File: src/verilog/fetch_pipe_params.svh
// constants for the four-phase fetch/execute pipeline control
// assumes inclusion by bare name from the design file
`ifndef FETCH_PIPE_PARAMS_SVH
`define FETCH_PIPE_PARAMS_SVH
`define PH_COUNT        4
`define DATA_W          8
`define PC_W            15
`define PAGE_W          8
`define SST_LONG_CYC    1024
`define SST_SHORT_CYC   1
`define SST_SHORT_MAX   2
`define PC_RESET        15'h0000
`define ACC_RESET       8'h00
`endif

File: src/verilog/fetch_pipe_pkg.sv
// types for the four-phase fetch/execute pipeline control
// assumes nothing beyond a SystemVerilog compiler
package fetch_pipe_pkg;
  typedef enum logic [3:0] {
    PH_T1 = 4'h1,
    PH_T2 = 4'h2,
    PH_T3 = 4'h4,
    PH_T4 = 4'h8
  } phase_t;
  typedef enum logic [2:0] {
    ST_STARTUP = 3'h1,
    ST_RUN     = 3'h2,
    ST_SLEEP   = 3'h4
  } run_state_t;
  typedef enum logic [2:0] {
    OP_SEQ    = 3'h0,
    OP_JUMP   = 3'h1,
    OP_SKIP   = 3'h2,
    OP_PCLWR  = 3'h3,
    OP_SLEEP  = 3'h4
  } op_class_t;
endpackage

File: src/verilog/fetch_pipe.sv
// four-phase instruction cycle timing, fetch/execute overlap and start-up timer
// assumes REF_CLK is the system clock; instruction word and decode come from the core
`timescale 1ns/10ps
`default_nettype none
`include "fetch_pipe_params.svh"

// Behaviour
// RL1: four non-overlapping phases form one instruction cycle
// RL2: phase one increments PC, starts fetch
// RL3: phases two to four decode and execute
// RL4: fetch overlaps execute, one per cycle
// RL5: PC-loading instructions take two cycles
// RL6: eight-bit datapath for all ALU work
// RL7: transfers pass through accumulator and ALU
// RL8: special registers reachable direct or indirect
// RL9: power-on holds execution 1024 clocks
// RL10: crystal wake-up waits 1024 clocks
// RL11: RC or external clock wake-up 1-2 clocks
// RL12: taken skip discards prefetch, idle cycle
// RL13: PC low write jumps in page, idle
// RL14: startup or reset empties pipe, phase restarts
module fetch_pipe #(
  parameter int SST_CYCLES = `SST_LONG_CYC,
  parameter int PC_WIDTH   = `PC_W
) (
  input  wire logic                  REF_CLK,
  input  wire logic                  RST,
  input  wire logic                  WAKE,
  input  wire logic                  FAST_OSC,
  input  wire logic [2:0]            OP_CLASS,
  input  wire logic                  SKIP_TAKEN,
  input  wire logic [PC_WIDTH-1:0]   JUMP_TARGET,
  input  wire logic [`DATA_W-1:0]    PCL_WDATA,
  input  wire logic [`DATA_W-1:0]    ALU_RESULT,
  input  wire logic                  ACC_LOAD,
  input  wire logic                  IND_SEL,
  input  wire logic [`DATA_W-1:0]    DIRECT_ADDR,
  input  wire logic [`DATA_W-1:0]    POINTER,
  output logic [3:0]                 PHASE,
  output logic [PC_WIDTH-1:0]        PC,
  output logic                       FETCH_STROBE,
  output logic                       EXEC_VALID,
  output logic                       EXEC_STROBE,
  output logic                       CORE_RUN,
  output logic [`DATA_W-1:0]         ACC,
  output logic [`DATA_W-1:0]         DATA_ADDR
);

  // ************************************************************
  // input synchronisers
  // ************************************************************
  logic wake_s1_q, wake_s2_q, fast_s1_q, fast_s2_q;

  always_ff @(posedge REF_CLK) begin
    if (RST) begin
      wake_s1_q <= 1'b0;
      wake_s2_q <= 1'b0;
      fast_s1_q <= 1'b0;
      fast_s2_q <= 1'b0;
    end else begin
      wake_s1_q <= WAKE;
      wake_s2_q <= wake_s1_q;
      fast_s1_q <= FAST_OSC;
      fast_s2_q <= fast_s1_q;
    end
  end

  // ************************************************************
  // instruction class decode
  // ************************************************************
  function automatic logic op_is(input logic [2:0] cls, input fetch_pipe_pkg::op_class_t op);
    return cls == 3'(op);
  endfunction

  // ************************************************************
  // start-up timer and run state
  // ************************************************************
  fetch_pipe_pkg::run_state_t run_q;
  logic [10:0]                sst_cnt_q;
  logic [10:0]                sst_load;
  logic                       sleep_req;
  logic                       cycle_end;

  assign sleep_req = cycle_end && EXEC_VALID && op_is(OP_CLASS, fetch_pipe_pkg::OP_SLEEP);
  assign sst_load  = fast_s2_q ? 11'(`SST_SHORT_CYC) : 11'(SST_CYCLES);

  always_ff @(posedge REF_CLK) begin
    if (RST) begin
      // RL9 power-on hold
      run_q     <= fetch_pipe_pkg::ST_STARTUP;
      sst_cnt_q <= 11'(`SST_LONG_CYC);
    end else begin
      case (run_q)
        fetch_pipe_pkg::ST_STARTUP: begin
          if (sst_cnt_q <= 11'h001) begin
            run_q <= fetch_pipe_pkg::ST_RUN;
          end else begin
            sst_cnt_q <= sst_cnt_q - 11'h001;
          end
        end
        fetch_pipe_pkg::ST_RUN: begin
          if (sleep_req) begin
            run_q <= fetch_pipe_pkg::ST_SLEEP;
          end
        end
        fetch_pipe_pkg::ST_SLEEP: begin
          if (wake_s2_q) begin
            // RL10 crystal wake delay
            // RL11 rc wake delay
            run_q     <= fetch_pipe_pkg::ST_STARTUP;
            sst_cnt_q <= sst_load;
          end
        end
        default: begin
          run_q <= fetch_pipe_pkg::ST_STARTUP;
        end
      endcase
    end
  end

  assign CORE_RUN = (run_q == fetch_pipe_pkg::ST_RUN);

  // ************************************************************
  // phase generator
  // ************************************************************
  fetch_pipe_pkg::phase_t phase_q;

  always_ff @(posedge REF_CLK) begin
    if (RST) begin
      phase_q <= fetch_pipe_pkg::PH_T1;
    end else if (!CORE_RUN) begin
      // RL14 phase restart
      phase_q <= fetch_pipe_pkg::PH_T1;
    end else begin
      // RL1 one-hot rotation
      case (phase_q)
        fetch_pipe_pkg::PH_T1: phase_q <= fetch_pipe_pkg::PH_T2;
        fetch_pipe_pkg::PH_T2: phase_q <= fetch_pipe_pkg::PH_T3;
        fetch_pipe_pkg::PH_T3: phase_q <= fetch_pipe_pkg::PH_T4;
        fetch_pipe_pkg::PH_T4: phase_q <= fetch_pipe_pkg::PH_T1;
        default:               phase_q <= fetch_pipe_pkg::PH_T1;
      endcase
    end
  end

  assign PHASE     = CORE_RUN ? phase_q : 4'h0;
  assign cycle_end = CORE_RUN && (phase_q == fetch_pipe_pkg::PH_T4);

  // ************************************************************
  // program counter and pipeline valid
  // ************************************************************
  logic                flush;
  logic                second_q;
  logic [PC_WIDTH-1:0] pc_q;
  logic                exec_valid_q;

  // RL5 branch costs a cycle
  // RL12 skip flushes prefetch
  // RL13 pc low write flushes
  assign flush = EXEC_VALID && (op_is(OP_CLASS, fetch_pipe_pkg::OP_JUMP) ||
                 op_is(OP_CLASS, fetch_pipe_pkg::OP_PCLWR) ||
                 (op_is(OP_CLASS, fetch_pipe_pkg::OP_SKIP) && SKIP_TAKEN));

  always_ff @(posedge REF_CLK) begin
    if (RST) begin
      pc_q <= PC_WIDTH'(`PC_RESET);
    end else if (cycle_end && flush && op_is(OP_CLASS, fetch_pipe_pkg::OP_JUMP)) begin
      pc_q <= JUMP_TARGET;
    end else if (cycle_end && flush && op_is(OP_CLASS, fetch_pipe_pkg::OP_PCLWR)) begin
      // RL13 jump within page
      pc_q <= {pc_q[PC_WIDTH-1:`PAGE_W], PCL_WDATA};
    end else if (CORE_RUN && phase_q == fetch_pipe_pkg::PH_T1) begin
      // RL2 increment at phase one
      pc_q <= pc_q + PC_WIDTH'(1);
    end
  end

  always_ff @(posedge REF_CLK) begin
    if (RST || !CORE_RUN) begin
      // RL14 pipe empty
      exec_valid_q <= 1'b0;
      second_q     <= 1'b0;
    end else if (cycle_end) begin
      // RL4 prefetched word moves to execute
      exec_valid_q <= !flush && !sleep_req;
      second_q     <= flush;
    end
  end

  assign PC           = pc_q;
  assign EXEC_VALID   = exec_valid_q;
  assign FETCH_STROBE = CORE_RUN && (phase_q == fetch_pipe_pkg::PH_T1);
  // RL3 execute in phases two to four
  assign EXEC_STROBE  = CORE_RUN && exec_valid_q && (phase_q != fetch_pipe_pkg::PH_T1);

  // ************************************************************
  // accumulator and data addressing
  // ************************************************************
  logic [`DATA_W-1:0] acc_q;
  logic [`DATA_W-1:0] addr_q;

  always_ff @(posedge REF_CLK) begin
    if (RST) begin
      acc_q <= `ACC_RESET;
    end else if (EXEC_STROBE && phase_q == fetch_pipe_pkg::PH_T4 && ACC_LOAD) begin
      // RL6 eight-bit result
      // RL7 via accumulator
      acc_q <= ALU_RESULT;
    end
  end

  always_ff @(posedge REF_CLK) begin
    if (RST) begin
      addr_q <= `ACC_RESET;
    end else if (EXEC_STROBE && phase_q == fetch_pipe_pkg::PH_T2) begin
      // RL8 direct or indirect
      addr_q <= IND_SEL ? POINTER : DIRECT_ADDR;
    end
  end

  assign ACC       = acc_q;
  assign DATA_ADDR = addr_q;

  // ************************************************************
  // assertion helpers
  // ************************************************************
  // counts non-run cycles from reset release, saturating at 7FF; por_q marks those before the first run cycle
  logic [10:0] hold_cnt_q;
  logic        por_q;

  always_ff @(posedge REF_CLK) begin
    if (RST) begin
      hold_cnt_q <= 11'h000;
      por_q      <= 1'b1;
    end else if (CORE_RUN) begin
      por_q      <= 1'b0;
    end else if (hold_cnt_q != 11'h7FF) begin
      hold_cnt_q <= hold_cnt_q + 11'h001;
    end
  end

  // ************************************************************
  // assertions
  // ************************************************************
  a_phase_onehot: assert property (@(posedge REF_CLK) disable iff (RST) // RL1
    CORE_RUN |-> $onehot(phase_q)) else $error("phase not one-hot");
  a_phase_cycle: assert property (@(posedge REF_CLK) disable iff (RST) // RL1
    (CORE_RUN && phase_q == fetch_pipe_pkg::PH_T1) ##1 CORE_RUN[*3] |-> phase_q == fetch_pipe_pkg::PH_T4)
    else $error("phase sequence broken");
  a_pc_increment: assert property (@(posedge REF_CLK) disable iff (RST) // RL2
    (FETCH_STROBE) |=> pc_q == $past(pc_q) + PC_WIDTH'(1)) else $error("pc did not increment");
  a_exec_phase: assert property (@(posedge REF_CLK) disable iff (RST) // RL3
    EXEC_STROBE |-> phase_q != fetch_pipe_pkg::PH_T1) else $error("execute in phase one");
  a_branch_bubble: assert property (@(posedge REF_CLK) disable iff (RST) // RL5
    (cycle_end && flush && CORE_RUN) |=> !EXEC_VALID[*4]) else $error("no idle after branch");
  a_seq_overlap: assert property (@(posedge REF_CLK) disable iff (RST) // RL4
    (cycle_end && EXEC_VALID && !flush && !sleep_req) |=> EXEC_VALID) else $error("overlap lost");
  a_page_jump: assert property (@(posedge REF_CLK) disable iff (RST) // RL13
    (cycle_end && EXEC_VALID && OP_CLASS == 3'(fetch_pipe_pkg::OP_PCLWR)) |=>
    pc_q[PC_WIDTH-1:`PAGE_W] == $past(pc_q[PC_WIDTH-1:`PAGE_W])) else $error("page left");
  a_startup_empty: assert property (@(posedge REF_CLK) disable iff (RST) // RL14
    !CORE_RUN |-> !EXEC_VALID && PHASE == 4'h0) else $error("pipe busy in startup");
  a_fast_wake: assert property (@(posedge REF_CLK) disable iff (RST) // RL11
    (run_q == fetch_pipe_pkg::ST_SLEEP && wake_s2_q && fast_s2_q) |-> ##[1:2] CORE_RUN)
    else $error("fast wake too slow");
  a_power_hold: assert property (@(posedge REF_CLK) // RL9
    $fell(RST) |-> !CORE_RUN[*8]) else $error("startup too short");
  a_exec_start: assert property (@(posedge REF_CLK) disable iff (RST) // RL3
    $rose(EXEC_STROBE) |-> phase_q == fetch_pipe_pkg::PH_T2) else $error("execute did not start in phase two");
  a_fetch_once: assert property (@(posedge REF_CLK) disable iff (RST) // RL4
    FETCH_STROBE |=> !FETCH_STROBE[*3]) else $error("second fetch in one cycle");
  a_jump_load: assert property (@(posedge REF_CLK) disable iff (RST) // RL5
    (cycle_end && EXEC_VALID && op_is(OP_CLASS, fetch_pipe_pkg::OP_JUMP)) |=>
    pc_q == $past(JUMP_TARGET)) else $error("jump target not loaded");
  a_branch_resume: assert property (@(posedge REF_CLK) disable iff (RST) // RL5
    (cycle_end && second_q) |=> EXEC_VALID && !second_q) else $error("branch did not resume");
  a_acc_load: assert property (@(posedge REF_CLK) disable iff (RST) // RL7
    (EXEC_STROBE && phase_q == fetch_pipe_pkg::PH_T4 && ACC_LOAD) |=>
    ACC == $past(ALU_RESULT)) else $error("accumulator not loaded");
  a_addr_select: assert property (@(posedge REF_CLK) disable iff (RST) // RL8
    (EXEC_STROBE && phase_q == fetch_pipe_pkg::PH_T2) |=>
    DATA_ADDR == ($past(IND_SEL) ? $past(POINTER) : $past(DIRECT_ADDR)))
    else $error("data address not selected");
  a_power_count: assert property (@(posedge REF_CLK) disable iff (RST) // RL9
    ($rose(CORE_RUN) && por_q) |-> hold_cnt_q == 11'(`SST_LONG_CYC)) else $error("power-on hold length wrong");
  a_crystal_wake: assert property (@(posedge REF_CLK) disable iff (RST) // RL10
    (run_q == fetch_pipe_pkg::ST_SLEEP && wake_s2_q && !fast_s2_q) |=>
    sst_cnt_q == 11'(SST_CYCLES)) else $error("crystal wake count wrong");
  a_skip_flush: assert property (@(posedge REF_CLK) disable iff (RST) // RL12
    (cycle_end && EXEC_VALID && op_is(OP_CLASS, fetch_pipe_pkg::OP_SKIP) && SKIP_TAKEN) |=> !EXEC_VALID)
    else $error("taken skip kept prefetch");
  a_skip_keep: assert property (@(posedge REF_CLK) disable iff (RST) // RL12
    (cycle_end && EXEC_VALID && op_is(OP_CLASS, fetch_pipe_pkg::OP_SKIP) && !SKIP_TAKEN) |=> EXEC_VALID)
    else $error("untaken skip lost prefetch");
  a_sleep_stop: assert property (@(posedge REF_CLK) disable iff (RST) // RL14
    sleep_req |=> !CORE_RUN && !EXEC_VALID) else $error("core ran on after sleep");

  c_branch: cover property (@(posedge REF_CLK) cycle_end && flush);
  c_skip: cover property (@(posedge REF_CLK) cycle_end && EXEC_VALID && OP_CLASS == 3'h2 && SKIP_TAKEN);
  c_wake: cover property (@(posedge REF_CLK) run_q == fetch_pipe_pkg::ST_SLEEP ##1 !CORE_RUN ##[1:8] CORE_RUN);
  c_pcl_write: cover property (@(posedge REF_CLK)
    cycle_end && EXEC_VALID && op_is(OP_CLASS, fetch_pipe_pkg::OP_PCLWR));
  c_crystal_wake: cover property (@(posedge REF_CLK) run_q == fetch_pipe_pkg::ST_SLEEP && wake_s2_q && !fast_s2_q);

endmodule

`default_nettype wire

File: config.mk
export PLATFORM = sky130hd
export DESIGN_NAME = fetch_pipe
export DESIGN_NICKNAME = d
export VERILOG_FILES = /design/src/verilog/fetch_pipe_pkg.sv /design/src/verilog/fetch_pipe.sv
export VERILOG_INCLUDE_DIRS = /design/src /design/src/verilog
export SDC_FILE = /design/constraint.sdc
export NUM_CORES = 1
export LEC_CHECK = 0
export BUFFER_PORTS_ARGS = -buffer_cell sky130_fd_sc_hd__buf_2
export CAP_MARGIN = 20
export CORE_AREA = 2 2 78 80
export DETAILED_ROUTE_END_ITERATION = 7
export DIE_AREA = 0 0 80 82
export GPL_ROUTABILITY_DRIVEN = 0
export PLACE_DENSITY = 0.81
export SLEW_MARGIN = 20
export SYNTH_ARGS = -nofsm -noshare
export SYNTH_HDL_FRONTEND = slang
export SYNTH_SLANG_ARGS = --single-unit
File: constraint.sdc
create_clock -name REF_CLK -period 3.9 [get_ports REF_CLK]
set_clock_uncertainty 0.1 [all_clocks]
set_input_delay 0.585 -clock REF_CLK [delete_from_list [all_inputs] [get_ports REF_CLK]]
set_output_delay 0.585 -clock REF_CLK [all_outputs]
set_load 0.03 [all_outputs]
After elaboration in Yosys (flattened, before gate mapping)
Index checks and enable logic that the tools add are counted.
{ "word_totals": {"regBits": 54, "latch_bits": 0, "ram_bits": 0, "rom_bits": 0, "inputBits": 57, "output_inout_bits": 39, "elab_cells": 75, "n_memories": 0} }
{ "op_classes": {"addsub": 2, "multipliers": 0, "div_mod_pow": 0, "order_cmp": 1, "eq_ne": 17, "n_shift": 0, "muxes": 14, "bitwise_logic": 1, "n_reduce_logical": 28} }
{ "op_table": {"columns": ["operator", "count"], "rows": [
  ["$mux W15", 3],
  ["$mux W11", 3],
  ["$pmux W11 S2", 1],
  ["$add A15 B1 Y15 const B", 1],
  ["$logic_and A1 B1 Y1", 15],
  ["$pmux W4 S3", 1],
  ["$le A11 B1 Y1 const B", 1],
  ["$sub A11 B1 Y11 const B", 1],
  ["$eq A3 B2 Y1 const B", 3],
  ["$mux W3", 3],
  ["$pmux W3 S3", 1],
  ["$mux W8", 1],
  ["$ne A2 B2 Y1 const B", 4],
  ["$eq A3 B1 Y1 const B", 2],
  ["$eq A3 B3 Y1 const B", 2],
  ["$reduce_and A3 Y1", 2],
  ["$eq A4 B1 Y1 const B", 1],
  ["$eq A4 B2 Y1 const B", 1],
  ["$eq A4 B3 Y1 const B", 1],
  ["$eq A4 B4 Y1 const B", 1],
  ["$mux W4", 1],
  ["$ne A4 B1 Y1 const B", 1],
  ["$reduce_bool A2 Y1", 2],
  ["$logic_not A1 Y1", 3],
  ["6 further kinds", 8]
]} }

Logic depth before layout (Yosys ltp)
Gate-level depths: netlist of run 1.
{ "logic_depth": {"ltp_word": 8, "depth_mapped": 7, "depth_no_buf": 6} }

Worst setup path before layout of run 1
No wires, ideal clock.
{ "synth_timing": {"path_kind": "reg-to-output", "startpoint": "register run_q[2]", "endpoint": "output port PHASE[0]", "t_arrival_ns": 1.763, "required_ns": 3.215, "path_slack_ns": 1.452, "path_stages_with_launch": 6, "path_buffers": 2, "cell_sequence": "dfxtp_1 > clkbuf_1 > or3b_4 > inv_2 > clkbuf_1 > and2_1"} }
{ "synth_via": {"elab_chain_len": 2} }
{ "synth_lines": {"columns": ["item", "line", "source"], "rows": [
  ["start: declaration", "fetch_pipe.sv:78", "fetch_pipe_pkg::run_state_t run_q;"],
  ["start signal: assignment", "fetch_pipe.sv:90", "run_q <= fetch_pipe_pkg::ST_STARTUP;"],
  ["start signal: assignment", "fetch_pipe.sv:96", "run_q <= fetch_pipe_pkg::ST_RUN;"],
  ["start signal: assignment", "fetch_pipe.sv:103", "run_q <= fetch_pipe_pkg::ST_SLEEP;"],
  ["$eq A3 B2 Y1", "fetch_pipe.sv:121", "assign CORE_RUN = (run_q == fetch_pipe_pkg::ST_RUN);"],
  ["named net CORE_RUN", "fetch_pipe.sv:44", "output logic CORE_RUN,"],
  ["$mux W4", "fetch_pipe.sv:146", "assign PHASE = CORE_RUN ? phase_q : 4'h0;"],
  ["end: declaration", "fetch_pipe.sv:39", "output logic [3:0] PHASE,"]
]} }
The timed path passes the listed nets, and every way through them passes these cells.

Worst setup path after layout of run 1
{ "layout_timing": {"startpoint": "register phase_q[1]", "endpoint": "output port FETCH_STROBE"} }
{ "layout_via": {"elab_chain_len": 2} }
{ "layout_lines": {"columns": ["item", "line", "source"], "rows": [
  ["start: declaration", "fetch_pipe.sv:126", "fetch_pipe_pkg::phase_t phase_q;"],
  ["start signal: assignment", "fetch_pipe.sv:130", "phase_q <= fetch_pipe_pkg::PH_T1;"],
  ["start signal: assignment", "fetch_pipe.sv:133", "phase_q <= fetch_pipe_pkg::PH_T1;"],
  ["start signal: assignment", "fetch_pipe.sv:137", "fetch_pipe_pkg::PH_T1: phase_q <= fetch_pipe_pkg::PH_T2;"],
  ["$eq A4 B1 Y1", "fetch_pipe.sv:192", "assign FETCH_STROBE = CORE_RUN && (phase_q == fetch_pipe_pkg::PH_T1);"],
  ["$logic_and A1 B1 Y1", "fetch_pipe.sv:192", null],
  ["end: declaration", "fetch_pipe.sv:41", "output logic FETCH_STROBE,"]
]} }
Every way passes these cells.

==> results of run 1 <==
## power groups by stage
stage / registers, mW / logic [mW] / clock network (mW)
6_report: 0.652 / 0.373 / 0.391
5_1_grt: 0.661 / 0.416 / 0.423
4_1_cts: 0.652 / 0.373 / 0.399
3_5_place_dp: 0.664 / 0.372 / 0
3_3_place_gp: 0.661 / 0.360 / 0
2_1_floorplan: 0.651 / 0.295 / 0
## stage by stage
| step | cells | hold slack (ns) | worst slack, ns |
|---|---|---|---|
| after CTS | 520 | 0.350 | 1.11 |
| after detailed placement | 512 | 0.325 | 1.46 |
| after global placement | 512 | 0.321 | 1.49 |
| after floorplan | 361 | 0.314 | 1.45 |
| final | 520 | 0.346 | 1.08 |
| after global routing | 520 | 0.375 | 0.881 |
## layer usage
layer	track usage	vias to the layer above	part of all wire
li1	-	1540	-
met1	0.332	1447	0.46
met2	0.386	128	0.45
met3	0.0571	16	0.067
met4	0.0763	0	0.020
met5	0	-	0
## kinds of logic after synthesis
kind of cell | synth area share
AOI/OAI and AO/OA | 0.209
xor gates and xnor gates | 0.0142
and+or+nand+nor | 0.320
muxes | 0.0501
buffers and inverters | 0.0427
DFF | 0.352
adders and majority gates | 0.0122
## cell usage in the layout, fill, tap and decap left out, types with 3 or more instances in the layout
cell type  instances
xnor2_1            3
mux2i_1           12
a21oi_1           19
ha_1               3
dfxtp_1           54
nor3_1            14
nand3_1           10
o32ai_1            5
nor2_1            23
o31ai_1            6
o21ai_0            4
nand2_1           33
clkbuf_8           5
o211ai_1           3
nand2b_1           9
mux2_2             3
nand3b_1           3
or3_1              6
inv_1             11
buf_2             95
nor2b_1           10
nor4_1             6
a211oi_1          24
or4_1              6
nor4b_1            3
and2_1             4
nand4_1            7
and3_1             4
## area by class of cell
type / instances / area share
Clock buffer: 5 / 0.0186
Clock inverter: 3 / 0.0129
Inverter: 12 / 0.0122
Multi-Input combinational cell: 274 / 0.506
Sequential cell: 54 / 0.293
Tap cell: 75 / 0.0254
Timing Repair Buffer: 97 / 0.133
## path summary, 6_finish.rpt
| check | startpoint | end | depth (start not counted) |
|---|---|---|---|
| max reg2reg | phase_q[3] | PC[8] | 5 |
| max | phase_q[1] | FETCH_STROBE | 4 |
| min reg2reg | fast_s1_q | fast_s2_q | 1 |
| min | fast_s1_q | fast_s2_q | 1 |
## flip-flops by register name (all words and copies together) (netlist names)
register / count
PC: 15
sst_cnt_q: 11
ACC: 8
DATA_ADDR: 8
phase_q: 4
run_q: 3
EXEC_VALID: 1
fast_s1_q: 1
fast_s2_q: 1
wake_s1_q: 1
wake_s2_q: 1
## worst max-delay path: stages (launching register included)
cell     delay [ns]
dfxtp_1        0.38
nor4b_2        0.89
nand2_2        0.20
inv_1          0.15
buf_2          0.21
==> out/summary.txt, run 1 <==
minimum clock period -> 2.82 ns
Row Count -> 28
Synth Cell Area -> 3070 µm²
IO Pins -> 96
CTS hold repair buffers -> 0
Pwr Density -> 383 nW/µm²
sw power -> 0.445 mW
Synth Instances -> 361
vias post-DR -> 3131
# fillers -> 511
Netlist cell types -> 72
worst vdd ir -> 0.255 mV
share of the clock period used by the worst path -> 0.724
Num CTS Buffers -> 5
antenna viol nets, final -> 0
synth cell count leaders -> dfxtp_1 (54), nand2_1 (33), a211oi_1 (24)
Worst Path Max Fanout -> 12
DP Area -> 3580 µm²
Worst-Skew Late Latency -> 0.31 ns
sequential share of power -> 0.461
largest net degree at the start of global routing -> 54
mean post-synth cell area -> 8.52 µm²
number of I/O port buffers -> 95
RSZ-0062 raised after global routing -> no
main flop type after synthesis -> dfxtp_1
Setup TNS Final -> 0 ns
CTS root buf -> clkbuf_8
nets@finish -> 504
Clock Power Share -> 0.276
max-cap viol count -> 0
asr flop ratio synth -> 0
initial antenna violation count -> 0
Initial Util -> 0.535
area of the multi-input gates -> 1870 µm²
Core ar. -> 5750 µm²
Yosys top cell area share -> 0.352
EDFF count, synth -> 0
top-count cell post-synth -> dfxtp_1
Ant. Diodes -> 0
overall power -> 1.42 mW
Reg area -> 1080 µm²
CP Capture Type -> output port
Sw Ratio -> 0.314
CTS tree -> built
Slew @ Worst Pin -> 0.990 ns
sequential cell area fraction in the yosys report -> 0.352
Synth Register Bits -> 54
status -> finished clean
CTS HTree Levels -> 2
postcts setup bufs -> 0
Synth area leaders -> dfxtp_1 (35%), a211oi_1 (5.9%), nand2_1 (4.0%)
leakage power -> 1.46 nW
fin util -> 0.643
Internal Power -> 0.971 mW
Die X -> 80 µm
drt wl/cell -> 15.0 µm
crit start category -> flop
Final Slew Violations -> 0
first-pass GRT wire length -> 12800 µm
Post-Syn Nets -> 421
Layout area overhead -> 20.2%
final setup fails -> 0
relative slew slack -> 0.338
Reg2Reg Setup Slack -> 1.40 ns
Synth area leader -> dfxtp_1
Yosys warnings -> 0
Final Hold Viols -> 0
crit path kind -> flop to output port
vias in the first global route -> 2804
Resize count post-CTS -> 0
DR iter-0 viols -> 302
CTS Sinks -> 54
Req. time, crit path -> 3.21 ns
grt ovf -> 0
CTS clk-pin slew, worst paths -> 0.10 ns
Bufs on Longest Clock Path -> 2
post-route cell area -> 3690 µm²
Die Ht -> 82 µm
power share of the combinational group -> 0.264
worst hold path type -> flop to flop
Die Area -> 6560 µm²
layout cell share with drive strength beyond 1 -> 0.274
post-DP HPWL -> 5700 µm
drt first pass iters -> 5
FMAX -> 354 MHz
Total Wirelength -> 7820 µm
DRC violations left -> 0
Critical Path AT -> 2.14 ns
total track usage -> 0.245
DR vias/cell -> 6.02
(Power assumes the default switching activity.)
==> run 2: changes to the inputs <==
--- a/config.mk
+++ b/config.mk
@@ -6,13 +6,14 @@
 export SDC_FILE = /design/constraint.sdc
 export NUM_CORES = 1
 export LEC_CHECK = 0
+export ABC_AREA = 1
 export BUFFER_PORTS_ARGS = -buffer_cell sky130_fd_sc_hd__buf_2
 export CAP_MARGIN = 20
-export CORE_AREA = 2 2 78 80
+export CORE_AREA = 2 2 86 88
 export DETAILED_ROUTE_END_ITERATION = 7
-export DIE_AREA = 0 0 80 82
+export DIE_AREA = 0 0 88 90
 export GPL_ROUTABILITY_DRIVEN = 0
-export PLACE_DENSITY = 0.81
+export PLACE_DENSITY = 0.72
 export SLEW_MARGIN = 20
 export SYNTH_ARGS = -nofsm -noshare
 export SYNTH_HDL_FRONTEND = slang
==> constraint.sdc (replaced) <==
create_clock -name REF_CLK -period 2.4 [get_ports REF_CLK]
set_clock_uncertainty 0.1 [all_clocks]
set_input_delay 0.36 -clock REF_CLK [delete_from_list [all_inputs] [get_ports REF_CLK]]
set_output_delay 0.36 -clock REF_CLK [all_outputs]
set_load 0.03 [all_outputs]
==> run 2 against run 1 <==
Net effect: clock power rose by 93%; sequential cell count did not move; combinational power rose by 140%; total power rose by 92%; hold slack got worse by 0.20 ns; non-clock buffer count rose by 3; final cell count rose by 29%; die area rose by 21%; final area rose by 5.6%; first-iteration DRC count fell by 38%; sequential share of layout area fell by 1.5 points; critical endpoint is now EXEC_STROBE; largest cell class unchanged.
==> out/summary.txt, run 2 <==
worst vdd ir -> 0.292 mV (+15%)
Num CTS Buffers -> 5 (unchanged)
Bufs on Longest Clock Path -> 2 (unchanged)
main flop type after synthesis -> dfxtp_1
worst hold path type -> primary input to flop
commonest non-fill, non-tap cell in the layout -> nand2_1
Row Count -> 31 (+11%)
CP Capture Type -> output port
DRC violations left -> 0 (unchanged)
EDFF count, synth -> 0 (unchanged)
RSZ-0062 raised after global routing -> no
Req. time, crit path -> 1.94 ns (-1.27 ns)
Yosys warnings -> 0 (unchanged)
share of the clock period used by the worst path -> 0.856
Synth area leader -> dfxtp_1
Synth Instances -> 479 (+33%)
DR iter-0 viols -> 186 (-38%)
area of the multi-input gates -> 1790 µm² (-4.1%)
max reg flops -> 15 (unchanged)
Synth Cell Area -> 3210 µm² (+4.4%)
Post-Syn Nets -> 539 (+28%)
first-pass GRT wire length -> 13500 µm (+5.9%)
layout cell share with drive strength beyond 1 -> 0.255 (-0.0194)
crit start category -> flop
DR vias/cell -> 4.97 (-17%)
Critical-path top delay cell -> dfxtp_1
asr flop ratio synth -> 0 (unchanged)
post-route cell area -> 3900 µm² (+5.6%)
Die Area -> 7920 µm² (+21%)
Pwr Density -> 698 nW/µm² (+82%)
CP max stage delay -> 0.44 ns (-0.45 ns)
CTS HTree Levels -> 2 (unchanged)
vias post-DR -> 3339 (+6.6%)
leakage power -> 1.96 nW (+34%)
crit path kind -> flop to output port
synth cell count leaders -> nand2_1 (101), nand3_1 (64), inv_1 (58)
Slew @ Worst Pin -> 0.590 ns (-0.400 ns)
Worst-Skew Late Latency -> 0.31 ns (about the same)
drt first pass iters -> 4 (-1)
Synth area leaders -> dfxtp_1 (34%), nand2_1 (12%), nand3_1 (10%)
Core ar. -> 7020 µm² (+22%)
overall power -> 2.72 mW (+92%)
# fillers -> 663 (+30%)
vias in the first global route -> 3067 (+9.4%)
DP Area -> 3760 µm² (+5.0%)
Worst Path Max Fanout -> 10 (-2)
final setup fails -> 0 (unchanged)
Initial Util -> 0.457 (-0.0781)
Final Hold Viols -> 0 (unchanged)
Layout area overhead -> 21.6%
number of I/O port buffers -> 95 (unchanged)
top-count cell post-synth -> nand2_1
relative slew slack -> 0.606 (+0.268)
drt wl/cell -> 12.0 µm (-20%)
Setup TNS Final -> 0 ns (unchanged)
Yosys top cell area share -> 0.337 (-0.0147)
Final Slew Violations -> 0 (unchanged)
nets@finish -> 632 (+25%)
Netlist cell types -> 39 (-46%)
post-DP HPWL -> 6100 µm (+7.1%)
total track usage -> 0.206 (-0.0386)
largest net degree at the start of global routing -> 28 (-48%)
mean post-synth cell area -> 6.70 µm² (-21%)
status -> finished clean
Buf/Inv on CP -> 1 (-1)
most frequent cells in the layout -> nand2_1 (101), buf_2 (95), nand3_1 (64)
Synth Register Bits -> 54 (unchanged)
FMAX -> 487 MHz
Die Ht -> 90 µm (+9.8%)
grt ovf -> 0 (unchanged)
CTS hold repair buffers -> 0 (unchanged)
max-cap viol count -> 0 (unchanged)
Die X -> 88 µm (+10%)
Resize count post-CTS -> 0 (unchanged)
Ant. Diodes -> 0 (unchanged)
Critical Path AT -> 1.59 ns (-0.55 ns)
antenna viol nets, final -> 0 (unchanged)
kind of cell adding the most delay to the critical path -> simple AND/OR/NAND/NOR gates
CTS root buf -> clkbuf_8
initial antenna violation count -> 0 (unchanged)
CTS tree -> built
CTS Sinks -> 54 (unchanged)
Reg area -> 1080 µm² (unchanged)
sequential cell area fraction in the yosys report -> 0.337 (-0.0147)
minimum clock period -> 2.05 ns
CTS clk-pin slew, worst paths -> 0.10 ns (about the same)
critical path cell sequence -> nand3_2 > nor3_4 > buf_2
Total Wirelength -> 8050 µm (+2.9%)
postcts setup bufs -> 0 (unchanged)
IO Pins -> 96 (unchanged)
==> run 2: cell count changes in the layout (fill, tap and decap cells not counted), sizes merged, moves of 7 or more <==
cell,delta
nand2,+73
nand3,+56
inv,+52
nor2,+39
a211oi,-23
o21ai,+18
a21oi,+13
mux2i,-12
nor2b,-10
nand2b,-9
or4,-7
xor2,+7
==> run 2: worst register-to-register path: stages (launching register included) <==
cell and delay, ns:
dfxtp_1 0.31, inv_1 0.10, nand2_1 0.07, nor2_1 0.25, nand2_4 0.19, nor2_8 0.35, o21ai_1 0.27, nand2_1 0.13
nand3_1 0.07, nand3_1 0.07, inv_1 0.05
==> run 2: worst paths after layout <==
kind | slack, ns | cells after the start | start | endpoint
max | 0.35 | 3 | run_q[1] | EXEC_STROBE
min | 0.15 | 3 | WAKE | wake_s1_q
max reg2reg | 0.37 | 10 | phase_q[2] | PC[9]
min reg2reg | 0.31 | 2 | wake_s1_q | wake_s2_q
==> run 2: routing by layer <==
metal	share of wire	track usage	vias up
li1	-	-	1735
met1	0.45	0.268	1503
met2	0.49	0.343	97
met3	0.058	0.0514	4
met4	0.0039	0.0410	0
met5	0	0	-
==> run 2: power breakdown <==
part / internal [mW] / total (mW) / leakage [nW] / switching, mW
sequential: 0.987 / 1.07 / 0.438 / 0.0858
combinational: 0.352 / 0.894 / 1.45 / 0.542
clock: 0.445 / 0.756 / 0.0714 / 0.311
total: 1.78 / 2.72 / 1.96 / 0.939
==> run 2: kinds of logic (layout without fill, tap and decap cells) <==
kind of cell / count (synthesis) / in the layout / share of synthesized area
compound gates: 64 / 64 / 0.112
flops: 54 / 54 / 0.337
fa+ha+maj: 3 / 3 / 0.0117
xor+xnor: 11 / 11 / 0.0300
buf+inv: 80 / 174 / 0.105
mux: 8 / 8 / 0.0281
simple gates: 259 / 259 / 0.377
==> run 2: area by class of cell <==
| cell class | instances | area share |
|---|---|---|
| clock buffer | 6 | 0.0212 |
| clock inverter | 2 | 0.0154 |
| inverter | 66 | 0.0635 |
| multi-input combinational | 345 | 0.459 |
| sequential | 54 | 0.277 |
| tap | 99 | 0.0318 |
| timing repair buffer | 100 | 0.132 |
==> run 2: metrics by stage <==
step / hold slack, ns / worst slack (ns) / util / std cells
after floorplan: 0.288 / 0.557 / - / 479
after global placement: 0.304 / 0.456 / 0.535 / 664
after detailed placement: 0.295 / 0.392 / 0.535 / 664
after CTS: 0.140 / 0.337 / 0.556 / 672
after global routing: 0.128 / 0.160 / 0.556 / 672
final: 0.148 / 0.346 / 0.556 / 672
==> run 3: changes to the inputs <==
--- a/config.mk
+++ b/config.mk
@@ -9,9 +9,10 @@
 export ABC_AREA = 1
 export BUFFER_PORTS_ARGS = -buffer_cell sky130_fd_sc_hd__buf_2
 export CAP_MARGIN = 20
-export CORE_AREA = 2 2 86 88
+export CORE_AREA = 2 2 91 84
+export CTS_CLUSTER_SIZE = 40
 export DETAILED_ROUTE_END_ITERATION = 7
-export DIE_AREA = 0 0 88 90
+export DIE_AREA = 0 0 93 86
 export GPL_ROUTABILITY_DRIVEN = 0
 export PLACE_DENSITY = 0.72
 export SLEW_MARGIN = 20
==> run 3 against run 2 <==
Net effect: sequential power about the same; sequential cell count unchanged; clock power down 31%; critical path type unchanged; final area is 1.6% lower; hold slack improved by 0.0042 ns; critical path depth stayed put; combinational power barely moved.
==> out/summary.txt, run 3 (same netlist as run 2, synthesis figures left out) <==
post-DP HPWL -> 5950 µm (-2.4%)
Layout area overhead -> 19.7%
status -> finished clean
RR Startpoint -> phase_q[0]
Critical-path top delay cell -> dfxtp_1
layout cell share with drive strength beyond 1 -> 0.253 (-0.00175)
Initial Util -> 0.460 (+0.00353)
minimum clock period -> 2.08 ns (+0.0210 ns)
number of I/O port buffers -> 95 (unchanged)
Die X -> 93 µm (+5.7%)
Worst Path Max Fanout -> 10 (unchanged)
final setup fails -> 0 (unchanged)
commonest non-fill, non-tap cell in the layout -> nand2_1
RSZ-0062 raised after global routing -> no
Slew @ Worst Pin -> 0.545 ns (-0.0449 ns)
total track usage -> 0.204 (-0.00161)
CTS tree -> built
Worst-Skew Late Latency -> 0.30 ns (about the same)
CP Capture Type -> output port
Resize count post-CTS -> 0 (unchanged)
Setup crit start -> run_q[1]
CP max stage delay -> 0.43 ns (about the same)
Ant. Diodes -> 0 (unchanged)
Bufs on Longest Clock Path -> 2 (unchanged)
worst hold path type -> primary input to flop
DR iter-0 viols -> 146 (-22%)
most frequent cells in the layout -> nand2_1 (101), buf_2 (95), nand3_1 (64)
Core ar. -> 6970 µm² (-0.77%)
Pwr Density -> 648 nW/µm² (-7.2%)
critical path cell sequence -> nand3_2 > nor3_4 > buf_2
initial antenna violation count -> 0 (unchanged)
share of the clock period used by the worst path -> 0.865 (+0.00877)
CTS clk-pin slew, worst paths -> 0.10 ns (about the same)
Row Count -> 29 (-6.5%)
CTS HTree Levels -> 2 (unchanged)
nets@finish -> 632 (unchanged)
Reg area -> 1080 µm² (unchanged)
Total Wirelength -> 7860 µm (-2.3%)
DRC violations left -> 0 (unchanged)
crit start category -> flop
largest net degree at the start of global routing -> 28 (unchanged)
Req. time, crit path -> 1.94 ns (about the same)
drt first pass iters -> 4 (unchanged)
postcts setup bufs -> 0 (unchanged)
crit path kind -> flop to output port
worst vdd ir -> 0.346 mV (+19%)
vias in the first global route -> 3186 (+3.9%)
CTS Sinks -> 54 (unchanged)
first-pass GRT wire length -> 13800 µm (+1.5%)
CTS root buf -> clkbuf_8
max reg flops -> 15 (unchanged)
Hold Slack -> 0.152 ns (+0.00425 ns)
Die Area -> 8000 µm² (+0.98%)
FMAX -> 482 MHz (-1.0%)
area of the multi-input gates -> 1790 µm² (unchanged)
Critical Path AT -> 1.62 ns (+0.03 ns)
leakage power -> 1.93 nW (-1.5%)
fin util -> 0.551 (-0.00451)
antenna viol nets, final -> 0 (unchanged)
# fillers -> 689 (+3.9%)
final cell count without fillers -> 666 (-0.89%)
Buf/Inv on CP -> 1 (unchanged)
hold path start -> FAST_OSC
CTS hold repair buffers -> 0 (unchanged)
grt ovf -> 0 (unchanged)
drt wl/cell -> 11.8 µm (-1.4%)
kind of cell adding the most delay to the critical path -> simple AND/OR/NAND/NOR gates
Final Slew Violations -> 0 (unchanged)
relative slew slack -> 0.636 (+0.0299)
IO Pins -> 96 (unchanged)
DR vias/cell -> 5.03 (+1.3%)
vias post-DR -> 3352 (+0.39%)
Final Hold Viols -> 0 (unchanged)
Die Ht -> 86 µm (-4.4%)
placed cells -> 658 (-0.90%)
max-cap viol count -> 0 (unchanged)
Setup TNS Final -> 0 ns (unchanged)
Num CTS Buffers -> 5 (unchanged)
-- run 3: changes by cell type in the layout (fill, tap and decap cells not counted), sizes merged --
cell,previous run,this run
bufinv,2,0
inv,65,66
clkinvlp,0,1
-- run 3: metrics by stage --
step           cell area (µm²)  power, mW  setup slack [ns]
6_report                  3840       2.49             0.325
5_1_grt                   3840       2.69             0.159
4_1_cts                   3840       2.51             0.317
3_5_place_dp              3750       1.98             0.362
3_3_place_gp              3750       1.95             0.439
2_1_floorplan             3210       1.78             0.557
-- run 3: cell type report --
class	count	share of cell area
Multi-Input combinational cell	345	0.467
Sequential cell	54	0.282
Timing Repair Buffer	100	0.134
Inverter	66	0.0645
Tap cell	93	0.0303
Clock buffer	6	0.0189
Clock inverter	2	0.00424
-- run 3: where the power goes --
group | switching (mW) | total (mW) | internal [mW] | leakage [nW]
Clock | 0.308 | 0.519 | 0.211 | 0.0418
Sequential | 0.0867 | 1.07 | 0.987 | 0.438
Combinational | 0.541 | 0.895 | 0.353 | 1.45
-- run 3: worst paths after layout --
path,endpoint,slack (ns),depth (start not counted)
setup / recovery,EXEC_STROBE,0.32,3
hold / removal,fast_s1_q,0.15,3
setup reg to reg,PC[9],0.37,10
hold reg to reg,fast_s2_q,0.31,2
-- run 3: metal layers --
layer	track usage	part of all wire
met1	0.270	0.47
met2	0.347	0.45
met3	0.0395	0.074
met4	0.0468	0.011
met5	0	0
-- run 3: worst min-delay path, cell delays in order --
cell	delay, ns
buf_2	0.10
inv_1	0.04
nor2_1	0.03
